<file path="src/flash_host_pkg.sv">
// Purpose : Shared constants, timing counts and encodings for the flash host controller
// Assumes : 100 MHz system clock; status bits sit at fixed positions of the data bus
// Notes   : All timing figures are kept in their own unit; cycle counts derive from them
`default_nettype none
package flash_host_pkg;

  // ---------------------------------------------------------------------------
  // Clock and timing
  // ---------------------------------------------------------------------------
  localparam int CLK_MHZ              = 100;
  localparam int T_RESET_BUSY_NS      = 20000; // Reset low to read mode, algorithm running
  localparam int T_RESET_IDLE_NS      = 500;   // Reset low to read mode, device idle
  localparam int T_RESET_RECOVER_NS   = 50;    // Reset high before the first read
  localparam int T_UNPROTECT_SETUP_NS = 4000;  // Elevated reset before the first write
  localparam int T_UNPROTECT_HOLD_NS  = 4000;  // Elevated reset after ready goes high
  localparam int T_READ_CYCLE_NS      = 85;    // Slowest speed grade read cycle
  localparam int T_OE_HIGH_NS         = 20;    // Output enable high between polls
  localparam int T_WRITE_PULSE_NS     = 35;    // Write enable low width
  localparam int T_WRITE_HIGH_NS      = 30;    // Write enable high width

  // Least times round up and never drop below one cycle
  function automatic int ns_to_cycles(input int ns);
    int c;
    c = (ns * CLK_MHZ + 999) / 1000;
    if (c < 1) begin
      c = 1;
    end
    return c;
  endfunction

  localparam int CYC_RESET_BUSY      = ns_to_cycles(T_RESET_BUSY_NS);
  localparam int CYC_RESET_IDLE      = ns_to_cycles(T_RESET_IDLE_NS);
  localparam int CYC_RESET_RECOVER   = ns_to_cycles(T_RESET_RECOVER_NS);
  localparam int CYC_UNPROTECT_SETUP = ns_to_cycles(T_UNPROTECT_SETUP_NS);
  localparam int CYC_UNPROTECT_HOLD  = ns_to_cycles(T_UNPROTECT_HOLD_NS);
  localparam int CYC_READ_CYCLE      = ns_to_cycles(T_READ_CYCLE_NS);
  localparam int CYC_OE_HIGH         = ns_to_cycles(T_OE_HIGH_NS);
  localparam int CYC_WRITE_PULSE     = ns_to_cycles(T_WRITE_PULSE_NS);
  localparam int CYC_WRITE_HIGH      = ns_to_cycles(T_WRITE_HIGH_NS);

  localparam int TIMER_W = 12;

  // ---------------------------------------------------------------------------
  // Status bit positions
  // ---------------------------------------------------------------------------
  localparam int ERASE_SUSPEND_BIT_POS = 2;
  localparam int TOGGLE_BIT_POS        = 6;
  localparam int DATA_POLL_BIT_POS     = 7;

  // ---------------------------------------------------------------------------
  // Commands and states
  // ---------------------------------------------------------------------------
  typedef enum logic [2:0] {
    OP_RESET           = 3'h0,
    OP_READ            = 3'h1,
    OP_WRITE           = 3'h2,
    OP_POLL            = 3'h3,
    OP_UNPROTECT_ENTER = 3'h4,
    OP_UNPROTECT_EXIT  = 3'h5
  } host_op_e;

  typedef enum logic [3:0] {
    ST_IDLE       = 4'h0,
    ST_RST_LOW    = 4'h1,
    ST_RST_REC    = 4'h2,
    ST_RD_ACT     = 4'h3,
    ST_RD_GAP     = 4'h4,
    ST_WR_ACT     = 4'h5,
    ST_WR_HIGH    = 4'h6,
    ST_POLL_ACT   = 4'h7,
    ST_POLL_GAP   = 4'h8,
    ST_UNP_SETUP  = 4'h9,
    ST_UNP_WAIT   = 4'hA,
    ST_UNP_HOLD   = 4'hB
  } host_state_e;

endpackage
`default_nettype wire

</file>
<file path="src/flash_host_timer.sv">
// Purpose : Down-counting wait timer for the flash host sequencer
// Assumes : load is a one-cycle pulse; value is at least one
// Notes   : busy covers the load cycle so a waiting state never sees a stale zero
`timescale 1ns/10ps
`default_nettype none
module flash_host_timer
  import flash_host_pkg::*;
#(
  parameter int WIDTH = flash_host_pkg::TIMER_W
) (
  // Clock and reset
  input  wire logic             clk,
  input  wire logic             reset_n,
  // Control
  input  wire logic             load,
  input  wire logic [WIDTH-1:0] value,
  // Status
  output logic                  busy
);

  logic [WIDTH-1:0] count;

  // A counter without bits cannot hold any wait
  if (WIDTH < 1) begin : g_bad_width
    $error("flash_host_timer: width must be at least one bit");
  end

  // ---------------------------------------------------------------------------
  // Counter
  // ---------------------------------------------------------------------------
  // Loads on the pulse, then counts down to zero and rests there
  always_ff @(posedge clk or negedge reset_n) begin
    if (!reset_n) begin
      count <= '0;
    end else if (load) begin
      count <= value;
    end else if (count != '0) begin
      count <= count - WIDTH'(1);
    end
  end

  assign busy = load | (count != '0);

endmodule
`default_nettype wire

</file>
<file path="src/flash_host_ctrl.sv">
// Purpose : Host sequencer for an asynchronous parallel flash: reset, read, write,
//           toggle-bit polling and temporary sector unprotect entry and exit
// Assumes : All flash pins are synchronous to clk; one command at a time
// Notes   : Timing uses the slowest speed grade so any part of the family is served
//
// Functional notes
// - Host waits at least 50 ns after reset release before reading.
// - Status reads are delimited by cycling output enable or chip enable.
// - After an erase, host polls status at an address inside the region.
// - Host holds reset elevated 4 us before the first unprotected write.
// - Host keeps reset elevated 4 us after ready returns high.
`timescale 1ns/10ps
`default_nettype none
module flash_host_ctrl
  import flash_host_pkg::*;
#(
  parameter int ADDR_W     = 21,
  parameter int DATA_W     = 16,
  parameter int POLL_LIMIT = 65535,
  parameter bit WORD_MODE  = 1'b1
) (
  // Clock and reset
  input  wire logic              clk,
  input  wire logic              reset_n,
  // User command port
  input  wire logic              cmd_valid,
  input  wire flash_host_pkg::host_op_e cmd_op,
  input  wire logic [ADDR_W-1:0] cmd_addr,
  input  wire logic [DATA_W-1:0] cmd_data,
  output logic                   cmd_ready,
  // User response port
  output logic                   rsp_valid,
  output logic [DATA_W-1:0]      rsp_data,
  output logic                   rsp_timeout,
  output logic                   in_unprotect,
  // Flash pins
  output logic                   flash_ce_n,
  output logic                   flash_oe_n,
  output logic                   flash_we_n,
  output logic [ADDR_W-1:0]      flash_addr,
  output logic [DATA_W-1:0]      flash_dq_out,
  output logic                   flash_dq_oe_n,
  input  wire logic [DATA_W-1:0] flash_dq_in,
  output logic                   flash_reset_n,
  output logic                   unprotect_high_voltage,
  output logic                   flash_width_select,
  input  wire logic              ready_busy_n
);

  import flash_host_pkg::*;

  // ---------------------------------------------------------------------------
  // Elaboration checks
  // ---------------------------------------------------------------------------
  if (DATA_W < 8 || ADDR_W < 1) begin : g_bad_width
    $error("flash_host_ctrl: data bus must hold the status bits");
  end
  if (CYC_RESET_BUSY >= (1 << TIMER_W) || POLL_LIMIT < 2 || POLL_LIMIT > 65535) begin : g_bad_cnt
    $error("flash_host_ctrl: timer or poll limit out of range");
  end

  // ---------------------------------------------------------------------------
  // State and timer
  // ---------------------------------------------------------------------------
  host_state_e        state;
  logic               tmr_load;
  logic [TIMER_W-1:0] tmr_value;
  logic               tmr_busy;
  logic               prev_toggle;
  logic               have_prev;
  logic [15:0]        poll_count;
  logic [DATA_W-1:0]  poll_data;
  logic               older_toggle;
  logic               last_equal;

  flash_host_timer #(
    .WIDTH (TIMER_W)
  ) u_timer (
    .clk     (clk),
    .reset_n (reset_n),
    .load    (tmr_load),
    .value   (tmr_value),
    .busy    (tmr_busy)
  );

  // ---------------------------------------------------------------------------
  // Sequencer
  // ---------------------------------------------------------------------------
  // One process owns every pin so that edges on the bus follow states exactly
  always_ff @(posedge clk or negedge reset_n) begin
    if (!reset_n) begin
      state                  <= ST_IDLE;
      tmr_load               <= 1'b0;
      tmr_value              <= '0;
      cmd_ready              <= 1'b0;
      rsp_valid              <= 1'b0;
      rsp_data               <= '0;
      rsp_timeout            <= 1'b0;
      in_unprotect           <= 1'b0;
      flash_ce_n             <= 1'b1;
      flash_oe_n             <= 1'b1;
      flash_we_n             <= 1'b1;
      flash_addr             <= '0;
      flash_dq_out           <= '0;
      flash_dq_oe_n          <= 1'b1;
      flash_reset_n          <= 1'b1;
      unprotect_high_voltage <= 1'b0;
      flash_width_select     <= 1'b0;
      prev_toggle            <= 1'b0;
      have_prev              <= 1'b0;
      poll_count             <= '0;
      poll_data              <= '0;
    end else begin
      tmr_load           <= 1'b0;
      rsp_valid          <= 1'b0;
      flash_width_select <= WORD_MODE;
      case (state)
        ST_IDLE: begin
          cmd_ready <= 1'b1;
          if (cmd_valid && cmd_ready) begin
            cmd_ready   <= 1'b0;
            rsp_timeout <= 1'b0;
            flash_addr  <= cmd_addr;
            tmr_load    <= 1'b1;
            case (cmd_op)
              OP_RESET: begin
                // A running algorithm needs the long abort window
                flash_reset_n <= 1'b0;
                tmr_value     <= ready_busy_n ? TIMER_W'(CYC_RESET_IDLE)
                                              : TIMER_W'(CYC_RESET_BUSY);
                state         <= ST_RST_LOW;
              end
              OP_READ: begin
                flash_ce_n <= 1'b0;
                flash_oe_n <= 1'b0;
                tmr_value  <= TIMER_W'(CYC_READ_CYCLE);
                state      <= ST_RD_ACT;
              end
              OP_WRITE: begin
                flash_ce_n    <= 1'b0;
                flash_we_n    <= 1'b0;
                flash_dq_out  <= cmd_data;
                flash_dq_oe_n <= 1'b0;
                tmr_value     <= TIMER_W'(CYC_WRITE_PULSE);
                state         <= ST_WR_ACT;
              end
              OP_POLL: begin
                // Caller supplies an address inside the erased region
                flash_ce_n <= 1'b0;
                flash_oe_n <= 1'b0;
                have_prev  <= 1'b0;
                poll_count <= '0;
                tmr_value  <= TIMER_W'(CYC_READ_CYCLE);
                state      <= ST_POLL_ACT;
              end
              OP_UNPROTECT_ENTER: begin
                unprotect_high_voltage <= 1'b1;
                tmr_value              <= TIMER_W'(CYC_UNPROTECT_SETUP);
                state                  <= ST_UNP_SETUP;
              end
              default: begin
                tmr_load <= 1'b0;
                state    <= ST_UNP_WAIT;
              end
            endcase
          end
        end
        ST_RST_LOW: begin
          if (!tmr_busy) begin
            flash_reset_n <= 1'b1;
            tmr_load      <= 1'b1;
            tmr_value     <= TIMER_W'(CYC_RESET_RECOVER);
            state         <= ST_RST_REC;
          end
        end
        ST_RST_REC: begin
          // No read is started until the recovery time has run out
          if (!tmr_busy) begin
            rsp_valid <= 1'b1;
            state     <= ST_IDLE;
          end
        end
        ST_RD_ACT: begin
          if (!tmr_busy) begin
            rsp_data   <= flash_dq_in;
            rsp_valid  <= 1'b1;
            flash_ce_n <= 1'b1;
            flash_oe_n <= 1'b1;
            tmr_load   <= 1'b1;
            tmr_value  <= TIMER_W'(CYC_OE_HIGH);
            state      <= ST_RD_GAP;
          end
        end
        ST_RD_GAP, ST_WR_HIGH: begin
          if (!tmr_busy) begin
            if (state == ST_WR_HIGH) begin
              rsp_valid <= 1'b1;
            end
            state <= ST_IDLE;
          end
        end
        ST_WR_ACT: begin
          if (!tmr_busy) begin
            flash_ce_n    <= 1'b1;
            flash_we_n    <= 1'b1;
            flash_dq_oe_n <= 1'b1;
            tmr_load      <= 1'b1;
            tmr_value     <= TIMER_W'(CYC_WRITE_HIGH);
            state         <= ST_WR_HIGH;
          end
        end
        ST_POLL_ACT: begin
          if (!tmr_busy) begin
            // Output enable goes high to mark the end of each status read
            flash_oe_n  <= 1'b1;
            poll_data   <= flash_dq_in;
            prev_toggle <= flash_dq_in[TOGGLE_BIT_POS];
            have_prev   <= 1'b1;
            poll_count  <= poll_count + 16'h0001;
            tmr_load    <= 1'b1;
            tmr_value   <= TIMER_W'(CYC_OE_HIGH);
            state       <= ST_POLL_GAP;
          end
        end
        ST_POLL_GAP: begin
          if (!tmr_busy) begin
            // Two reads in a row with the same toggle bit mean the algorithm ended
            if (have_prev && poll_count > 16'h0001 &&
                prev_toggle == poll_data[TOGGLE_BIT_POS] && last_equal) begin
              flash_ce_n <= 1'b1;
              rsp_data   <= poll_data;
              rsp_valid  <= 1'b1;
              state      <= ST_IDLE;
            end else if (poll_count >= 16'(POLL_LIMIT)) begin
              // Gives up rather than hanging on a device that never settles
              flash_ce_n  <= 1'b1;
              rsp_data    <= poll_data;
              rsp_timeout <= 1'b1;
              rsp_valid   <= 1'b1;
              state       <= ST_IDLE;
            end else begin
              flash_oe_n <= 1'b0;
              tmr_load   <= 1'b1;
              tmr_value  <= TIMER_W'(CYC_READ_CYCLE);
              state      <= ST_POLL_ACT;
            end
          end
        end
        ST_UNP_SETUP: begin
          if (!tmr_busy) begin
            in_unprotect <= 1'b1;
            rsp_valid    <= 1'b1;
            state        <= ST_IDLE;
          end
        end
        ST_UNP_WAIT: begin
          // The hold time only starts once the device reports ready
          if (ready_busy_n) begin
            tmr_load  <= 1'b1;
            tmr_value <= TIMER_W'(CYC_UNPROTECT_HOLD);
            state     <= ST_UNP_HOLD;
          end
        end
        ST_UNP_HOLD: begin
          if (!ready_busy_n) begin
            state <= ST_UNP_WAIT;
          end else if (!tmr_busy) begin
            unprotect_high_voltage <= 1'b0;
            in_unprotect           <= 1'b0;
            rsp_valid              <= 1'b1;
            state                  <= ST_IDLE;
          end
        end
        default: begin
          state <= ST_IDLE;
        end
      endcase
    end
  end

  // ---------------------------------------------------------------------------
  // Toggle history
  // ---------------------------------------------------------------------------
  // Remembers the toggle bit of the read before the latest one
  always_ff @(posedge clk or negedge reset_n) begin
    if (!reset_n) begin
      older_toggle <= 1'b0;
    end else if (state == ST_POLL_ACT && !tmr_busy) begin
      older_toggle <= prev_toggle;
    end
  end

  assign last_equal = (older_toggle == prev_toggle);

endmodule
`default_nettype wire

</file>
<file path="config.mk">
export PLATFORM = sky130hd
export DESIGN_NAME = flash_host_ctrl
export DESIGN_NICKNAME = d
export VERILOG_FILES = /design/src/flash_host_pkg.sv /design/src/flash_host_timer.sv /design/src/flash_host_ctrl.sv
export SDC_FILE = /design/constraint.sdc
export NUM_CORES = 1
export LEC_CHECK = 0
export ABC_AREA = 1
export BUFFER_PORTS_ARGS = -buffer_cell sky130_fd_sc_hd__buf_2
export CORE_MARGIN = 3
export CORE_UTILIZATION = 50
export DETAILED_ROUTE_END_ITERATION = 12
export PLACE_DENSITY = 0.74
export SETUP_SLACK_MARGIN = 0.5
export SLEW_MARGIN = 20
export SYNTH_ARGS = -nofsm -noshare
export SYNTH_HDL_FRONTEND = slang
export SYNTH_SLANG_ARGS = --single-unit
</file>
<file path="constraint.sdc">
create_clock -name clk -period 2.08 [get_ports clk]
set_clock_uncertainty 0.05 [all_clocks]
set_input_delay 0.624 -clock clk [delete_from_list [all_inputs] [get_ports clk]]
set_output_delay 0.624 -clock clk [all_outputs]
set_load 0.05 [all_outputs]
</file>
==> metrics.md, run 1 <==
| Metric | Value |
|---|---|
| Grt ovf | `0` |
| Die Area | `13800 sq um` |
| DRC violations left | `0` |
| GPL Wtd Cong | `0.883` |
| H-tree levels | `4` |
| Via count | `7162` |
| Clock buffer count from CTS | `17` |
| Post-Syn Area per Cell | `7.73 sq um` |
| Die Ht | `around 120 um` |
| Via/cell ratio | `5.84` |
| Setup violations, final | `0` |
| Final Slew Violations | `0` |
| First-pass iteration count of the detailed router | `6` |
| Final Critical Period | `2.04 ns` |
| VDD IR max | `0.00104 V` |
| Compound-Gate Fraction of Synth Area | `8.29%` |
| Initial antenna violation count | `0` |
| Worst Path Max Fanout | `7` |
| Synth area leaders | `dfrtp_1 47%, nand2_1 19%, nand3_1 4.3%, o21ai_0 4.3%, inv_1 4.0%` |
| Worst Path Required | `2.39 ns` |
| Min-Delay Path Class | `primary input to async pin` |
| Seq/Total Area, Yosys | `49.1%` |
| ANT cells | `0` |
| Startpoint types | `register` |
| Commonest non-fill, non-tap cells in the layout | `257 x nand2_1, 112 x dfrtp_1, 79 x buf_4` |
| Starting density of the core | `about half` |
| CTS tree | `built` |
| Register bit total from synthesis | `122` |
| Power Density | `about 1700 nW/um^2` |
| WL final | `24600 um` |
| Worst-path clk slew | `0.06 ns` |
| CTS max path bufs | `2` |
| Ys flop type | `dfrtp_1` |
| Outcome | `finished, final reports clean` |
| Simple-Gate Fraction of Synth Area | `33.4%` |
| Pleak | `between 5 and 6 nW` |
| Remaining antenna violation count | `0` |
| GRT Overall Usage | `26.6%` |
| RSZ-0062 raised after global routing | `yes` |
| Worst EP arrival | `2.35 ns` |
| # fillers | `613` |
| Final nets | `1110` |
| Hold Vio Cnt, Final | `0` |
| Synth area leader | `dfrtp_1` |
| Rows | `40` |
| Die W | `118 um` |
| Clock Latency Late Sink | `0.43 ns` |
| Critical path endpoint category | `register` |
| Synth top area share | `47.4%` |
| PnR worst setup slack | `0.0405 ns` |
| Crit Path Category | `register to register` |
| Core area | `12100 sq um` |
| Dpl ws | `around 0.070 ns` |
| Non-Filler Instances | `1226` |
| EDFF count, synth | `0` |
| I/O pin count | `124` |
| Fmax | `~490 MHz` |
| Unique cell type count in the Yosys netlist | `between 40 and 50` |
| Synthesized net count | `871` |
| Initial DRC count | `935` |
| Largest net degree at the start of global routing | `80` |
| Max-cap check violation count | `0` |
| Most common cell after layout, fill and taps aside | `nand2_1` |
| Adder-cell area share of the yosys netlist | `1.00%` |
| Dpl cells | `1088` |
| Area Overhead vs Synth | `58.9%` |
| Mux contribution to synthesized area | `0%` |
| Share of cells above drive strength 1 | `44.5%` |
| Final HPWL DP | `10500 um` |
| Core Util, Final | `81.7%` |
| Tcrit/Tclk final | `98.1%` |
| Synth warn | `0` |
| Vias in the first global route | `6259` |
| First-pass GRT wire length | `30100 um` |
| Synthesized area | `6230 sq um` |
| Clock root buffer | `clkbuf_16` |
| CTS sink count | `122` |
| Avg WL per Cell | `20.1 um` |
| Xor/xnor share of the synthesized area | `less than 1%` |
| Cts hold-fix bufs | `0` |
| Cell count after synthesis | `806` |
| Ys async rst share | `100%` |
| Number of port buffers | `123` |
| Main combinational cell family by area after synthesis | `simple AND/OR/NAND/NOR gates` |
==> final timing paths <==
check                            startpoint              end  slack, ns  cells after the start
hold / removal                      reset_n         tmr_load       0.11                      2
setup reg to reg           u_timer.count[9]     tmr_value[4]       0.04                     10
setup / recovery           u_timer.count[9]     tmr_value[4]       0.04                     10
min in group clk                cmd_data[4]  flash_dq_out[4]       0.34                      3
hold reg to reg               flash_addr[4]    flash_addr[4]       0.45                      2
max in group asynchronous           reset_n        cmd_ready       1.42                      2
==> cells in the mapped netlist, types with 2 or more instances <==
cell and instances:
o21ai_0 53, o21ai_1 4, nand3_1 54, nand2_1 318, dfrtp_1 118, a21oi_1 13
inv_2 14, xor2_1 6, a31oi_1 3, buf_2 10, buf_4 4, clkbuf_1 6
buf_1 2, nand2_2 9, buf_6 3, o31ai_1 3, nand2_4 5, ha_1 5
nor2_1 56, nand4_1 11, dfstp_2 4, nor2_2 6, o211ai_1 3, o22ai_1 3
nor2_8 2, inv_1 66, nand4_2 2, nor2_4 7
==> area by class of cell <==
| class | instances | area, sq um | area share, % |
|---|---|---|---|
| clock buffer | 20 | 457 | 4.61 |
| clock inverter | 12 | 141 | 1.43 |
| inverter | 81 | 339 | 3.42 |
| multi-input combinational | 582 | 3430 | 34.7 |
| sequential | 122 | 3070 | 31.0 |
| tap | 168 | 210 | 2.12 |
| timing repair buffer | 240 | 2250 | 22.7 |
| timing repair inverter | 1 | 6.26 | 0.0632 |
==> state kept, by name (all words and copies together) (netlist names), 4 cells and up <==
register       count
poll_data         16
u_timer.count     12
flash_dq_out      16
rsp_data          16
state              4
flash_addr        21
tmr_value          8
poll_count        16
==> per-stage QoR <==
| step | hold slack, ns | setup TNS (ns) | cell area (sq um) | total power, mW |
|---|---|---|---|---|
| final | 0.115 | 0 | 9900 | 16.7 |
| after global routing | 0.146 | -0.00554 | 9900 | 17.3 |
| after CTS | 0.150 | 0 | 8970 | 14.7 |
| after detailed placement | 0.403 | 0 | 7110 | 9.95 |
| after global placement | 0.397 | 0 | 7110 | 9.87 |
| after floorplan | 0.278 | 0 | 6280 | 8.58 |
==> kinds of logic (layout without fill, tap and decap cells) <==
kind of cell,after synthesis,in the layout
other,1,1
AOI/OAI and AO/OA,90,90
adders and majority gates,5,5
xor gates and xnor gates,7,7
and+or+nand+nor,475,479
buffers and inverters,106,354
DFF,122,122
==> layer usage <==
layer	GRT usage [%]	vias to the layer above	share of wire (%)
met3	4.90	166	7.7
li1	-	3031	-
met5	0	-	0
met1	32.9	3412	35
met4	12.8	0	7.0
met2	44.9	553	50
==> worst max-delay path, cell delays in order (launching register included) <==
cell	delay, ns
dfrtp_1	0.42
nor2_2	0.18
nand2_2	0.10
nor2_4	0.16
nand2_4	0.11
buf_6	0.15
nand2_2	0.10
nand3_4	0.12
nor2_8	0.25
nand3_1	0.17
nand2_1	0.14
==> where the power goes <==
part	switching (mW)	total [mW]	internal (mW)	leakage, nW
registers	0.929	4.24	3.31	1.48
logic	5.88	9.41	3.52	3.28
clock network	1.19	3.03	1.84	0.275
total	8.00	16.7	8.67	5.03
==> what timing repair did <==
| action | CTS | global route |
|---|---|---|
| resized for setup | 254 | 130 |
| buffers inserted | 50 | 46 |
| pin swaps | 27 | 50 |
| setup endpoints to repair | 159 | 172 |
| cloned | 5 | 5 |
(Power assumes the default switching activity.)
==> run 2: changes to the inputs <==
--- a/config.mk
+++ b/config.mk
@@ -5,12 +5,11 @@
 export SDC_FILE = /design/constraint.sdc
 export NUM_CORES = 1
 export LEC_CHECK = 0
-export ABC_AREA = 1
 export BUFFER_PORTS_ARGS = -buffer_cell sky130_fd_sc_hd__buf_2
 export CORE_MARGIN = 3
-export CORE_UTILIZATION = 50
+export CORE_UTILIZATION = 46
 export DETAILED_ROUTE_END_ITERATION = 12
-export PLACE_DENSITY = 0.74
+export PLACE_DENSITY = 0.72
 export SETUP_SLACK_MARGIN = 0.5
 export SLEW_MARGIN = 20
 export SYNTH_ARGS = -nofsm -noshare
==> constraint.sdc (replaced) <==
create_clock -name clk -period 1.77 [get_ports clk]
set_clock_uncertainty 0.05 [all_clocks]
set_input_delay 0.531 -clock clk [delete_from_list [all_inputs] [get_ports clk]]
set_output_delay 0.531 -clock clk [all_outputs]
set_load 0.05 [all_outputs]
==> metrics.md, run 2 <==
| Metric | Value |
|---|---|
| Final nets | `964 (was 1110)` |
| Worst path slowest cell | `or4_4 (was dfrtp_1)` |
| Non-Filler Instances | `1080 (was 1226)` |
| Adder-cell area share of the yosys netlist | `1.24% (was 1.00%)` |
| Worst-path cell chain | `or4_4, or4_4, o21ai_2, mux2_1 (was nor2_2, nand2_2, nor2_4, nand2_4, buf_6, nand2_2, nand3_4, nor2_8, nand3_1, nand2_1)` |
| CP Depth | `4 (was 10)` |
| Final Critical Period | `2.46 ns (was 2.04 ns)` |
| First-pass iteration count of the detailed router | `8 (was 6)` |
| Main combinational cell family by area after synthesis | `simple AND/OR/NAND/NOR gates (unchanged)` |
| Initial antenna violation count | `0 (unchanged)` |
| Rows | `40 (unchanged)` |
| Initial DRC count | `647 (was 935)` |
| Slew headroom | `64.4%` |
| Most common cell in the netlist | `nand2_1 (unchanged)` |
| WL final | `24400 um (was 24600 um)` |
| Seq/Total Area, Yosys | `52.2% (was 49.1%)` |
| Most common cell after layout, fill and taps aside | `buf_4 (was nand2_1)` |
| Die Area | `14100 sq um (was 13800 sq um)` |
| Area Overhead vs Synth | `75.0% (was 58.9%)` |
| First-pass GRT wire length | `32100 um (was 30100 um)` |
| Critical path endpoint category | `register (unchanged)` |
| Synth warn | `0 (unchanged)` |
| Crit path to | `tmr_value[2] (was tmr_value[4])` |
| Number of port buffers | `123 (unchanged)` |
| Compound-Gate Fraction of Synth Area | `12.3% (was 8.29%)` |
| Largest net degree at the start of global routing | `35 (was 80)` |
| Die W | `119 um (was 118 um)` |
| Unique cell type count in the Yosys netlist | `56 (was 44)` |
| # fillers | `591 (was 613)` |
| CP most frequent cell | `or4_4 (was nand2_2)` |
| Outcome | `finished, violations left (was finished, final reports clean)` |
| Synthesized net count | `650 (was 871)` |
| PnR worst setup slack | `-0.692 ns (was 0.0405 ns)` |
| Failing checks | `negative setup slack` |
| RR Endpoint | `tmr_value[2] (was tmr_value[4])` |
| Vias in the first global route | `6068 (was 6259)` |
| Worst Path Max Fanout | `5 (was 7)` |
| Core area | `12200 sq um (was 12100 sq um)` |
| Via count | `6365 (was 7162)` |
| Final Slew Violations | `0 (unchanged)` |
| Synthesized area | `5860 sq um (was 6230 sq um)` |
| Fmax | `406 MHz (was 490 MHz)` |
| Top delay family on crit path | `simple AND/OR/NAND/NOR gates (unchanged)` |
| Synth area leaders | `dfrtp_1 50%, mux2_2 8.5%, nand2_1 8.3%, mux2_1 3.3%, o21ai_0 2.4% (was dfrtp_1 47%, nand2_1 19%, nand3_1 4.3%, o21ai_0 4.3%, inv_1 4.0%)` |
| Die Ht | `119 um (was 118 um)` |
| Crit Path Category | `register to register (unchanged)` |
| Simple-Gate Fraction of Synth Area | `17.5% (was 33.4%)` |
| Via/cell ratio | `5.89 (was 5.84)` |
| FF+latch area | `3060 sq um (was 3070 sq um)` |
| Clock Latency Late Sink | `0.43 ns (about the same)` |
| Commonest non-fill, non-tap cells in the layout | `157 x buf_4, 116 x dfrtp_1, 98 x nand2_1 (was 257 x nand2_1, 112 x dfrtp_1, 79 x buf_4)` |
| CTS tree | `built (unchanged)` |
| VDD IR max | `0.000931 V (was 0.00104 V)` |
| Ys flop type | `dfrtp_1 (unchanged)` |
| Xor/xnor share of the synthesized area | `1.64% (was 0.984%)` |
| Post-Syn Area per Cell | `10.0 sq um (was 7.73 sq um)` |
| Synth top area share | `50.4% (was 47.4%)` |
| Worst r2r path cells | `4 (was 10)` |
| Biggest register | `flash_addr (unchanged)` |
| Buf+Inv Stages, Crit Path | `0 (was 1)` |
| ANT cells | `0 (unchanged)` |
| Grt ovf | `0 (unchanged)` |
| Min-Delay Path Class | `primary input to register (was primary input to async pin)` |
| Tcrit/Tclk final | `139% (was 98.1%)` |
| Slew @ Worst Pin | `0.529 ns` |
| Clock buffer count from CTS | `17 (unchanged)` |
| Worst EP arrival | `2.71 ns (was 2.35 ns)` |
| Synth top cells by count | `130 x nand2_1, 118 x dfrtp_1, 44 x mux2_2 (was 318 x nand2_1, 118 x dfrtp_1, 66 x inv_1)` |
| EDFF count, synth | `0 (unchanged)` |
| Dpl ws | `-0.680 ns (was 0.0698 ns)` |
| CTS sink count | `122 (unchanged)` |
| Remaining antenna violation count | `0 (unchanged)` |
| H-tree levels | `4 (unchanged)` |
| Avg WL per Cell | `22.6 um (was 20.1 um)` |
| Synth area leader | `dfrtp_1 (unchanged)` |
| Setup violations, final | `114 (was 0)` |
| Cell count after synthesis | `585 (was 806)` |
| Clock root buffer | `clkbuf_16 (unchanged)` |
| Multi-input gate area | `3340 sq um (was 3430 sq um)` |
| GPL Wtd Cong | `0.894 (was 0.883)` |
| Hold Vio Cnt, Final | `0 (unchanged)` |
| Max reg flops | `21 (unchanged)` |
| Worst Path Required | `2.02 ns (was 2.39 ns)` |
| Worst setup path startpoint | `u_timer.count[7] (was u_timer.count[9])` |
| Worst-path clk slew | `0.05 ns (was 0.06 ns)` |
| Mux contribution to synthesized area | `11.7% (was 0%)` |
| RSZ-0062 raised after global routing | `yes (unchanged)` |
| Max-cap check violation count | `0 (unchanged)` |
| Register bit total from synthesis | `122 (unchanged)` |
| Crit Reg-Reg Startpoint | `u_timer.count[7] (was u_timer.count[9])` |
| Starting density of the core | `48.0% (was 51.5%)` |
| CTS max path bufs | `2 (unchanged)` |
| I/O pin count | `124 (unchanged)` |
| Share of cells above drive strength 1 | `56.4% (was 44.5%)` |
| DRC violations left | `0 (unchanged)` |
| Pleak | `4.80 nW (was 5.03 nW)` |
| Power Density | `1810 nW/um^2 (was 1680 nW/um^2)` |
| Final HPWL DP | `11900 um (was 10500 um)` |
| R2r setup slk | `-0.69 ns (was 0.04 ns)` |
| Startpoint types | `register (unchanged)` |
| Dpl cells | `961 (was 1088)` |
| Ys async rst share | `100% (unchanged)` |
| Critical path's largest stage delay | `0.60 ns (was 0.42 ns)` |
| GRT Overall Usage | `28.9% (was 26.6%)` |
## run 2: metal layers
metal	part of all wire, %	global-route usage (%)
met5	0	0
met2	52	52.1
met1	35	32.7
met3	7.5	6.65
met4	5.4	12.2
## run 2: cell type report
cell class,instances,area share [%]
well taps,168,2.05
inverters,13,0.476
clock inverters,8,1.37
flip-flops and latches,122,29.8
clock buffers,24,4.70
repair buffers,326,29.0
multi-input cells,419,32.5
## run 2: tightest hold or removal path, stage by stage
cell,delay [ns]
buf_2,0.09
nand2_2,0.04
nand2_1,0.04
## run 2: report_power, final
group          total, mW  internal, mW  switching [mW]
sequential          4.71          3.76           0.950
combinational       10.1          4.64            5.44
clock               3.72          2.46            1.27
## run 2: repair_timing
item                       4_1_cts  5_1_grt
hold buffers                     1        0
buffers inserted                40       38
cloned                           6        2
resized for setup              205      109
hold endpoints to repair        15        0
setup endpoints to repair      185      185
pin swaps                       14       48
## run 2: worst min-delay path by stage
| stage | from | endpoint | cells past startpoint | slack [ns] |
|---|---|---|---|---|
| after global routing | flash_dq_in[13] | poll_data[13] | 3 | 0.27 |
| after global placement | reset_n | u_timer.count[5] | 1 | 0.40 |
| after CTS | flash_dq_in[2] | poll_data[2] | 3 | 0.25 |
| after floorplan | reset_n | cmd_ready | 0 | 0.19 |
| final | flash_dq_in[13] | poll_data[13] | 3 | 0.27 |
| after detailed placement | reset_n | flash_addr[18] | 1 | 0.40 |
## run 2: logic make-up (layout without fill, tap and decap cells)
family	after synthesis	in the layout
other cells	1	1
buf+inv	45	371
xor+xnor	11	11
simple gates	228	228
fa+ha+maj	6	6
flops	122	122
compound gates	111	112
mux	61	61
## run 2: stage by stage
stage / hold WS, ns / util (%) / cell area [sq um] / TNS, ns / total power [mW]
final: 0.273 / 84.0 / 10300 / -54.32 / 18.5
after global routing: 0.273 / 84.0 / 10300 / -60.64 / 19.1
after CTS: 0.251 / 77.7 / 9490 / -43.48 / 16.7
after detailed placement: 0.402 / 62.9 / 7680 / -44.99 / 11.5
after global placement: 0.402 / 62.9 / 7680 / -41.31 / 11.3
after floorplan: 0.185 / - / 6130 / -47.95 / 9.03
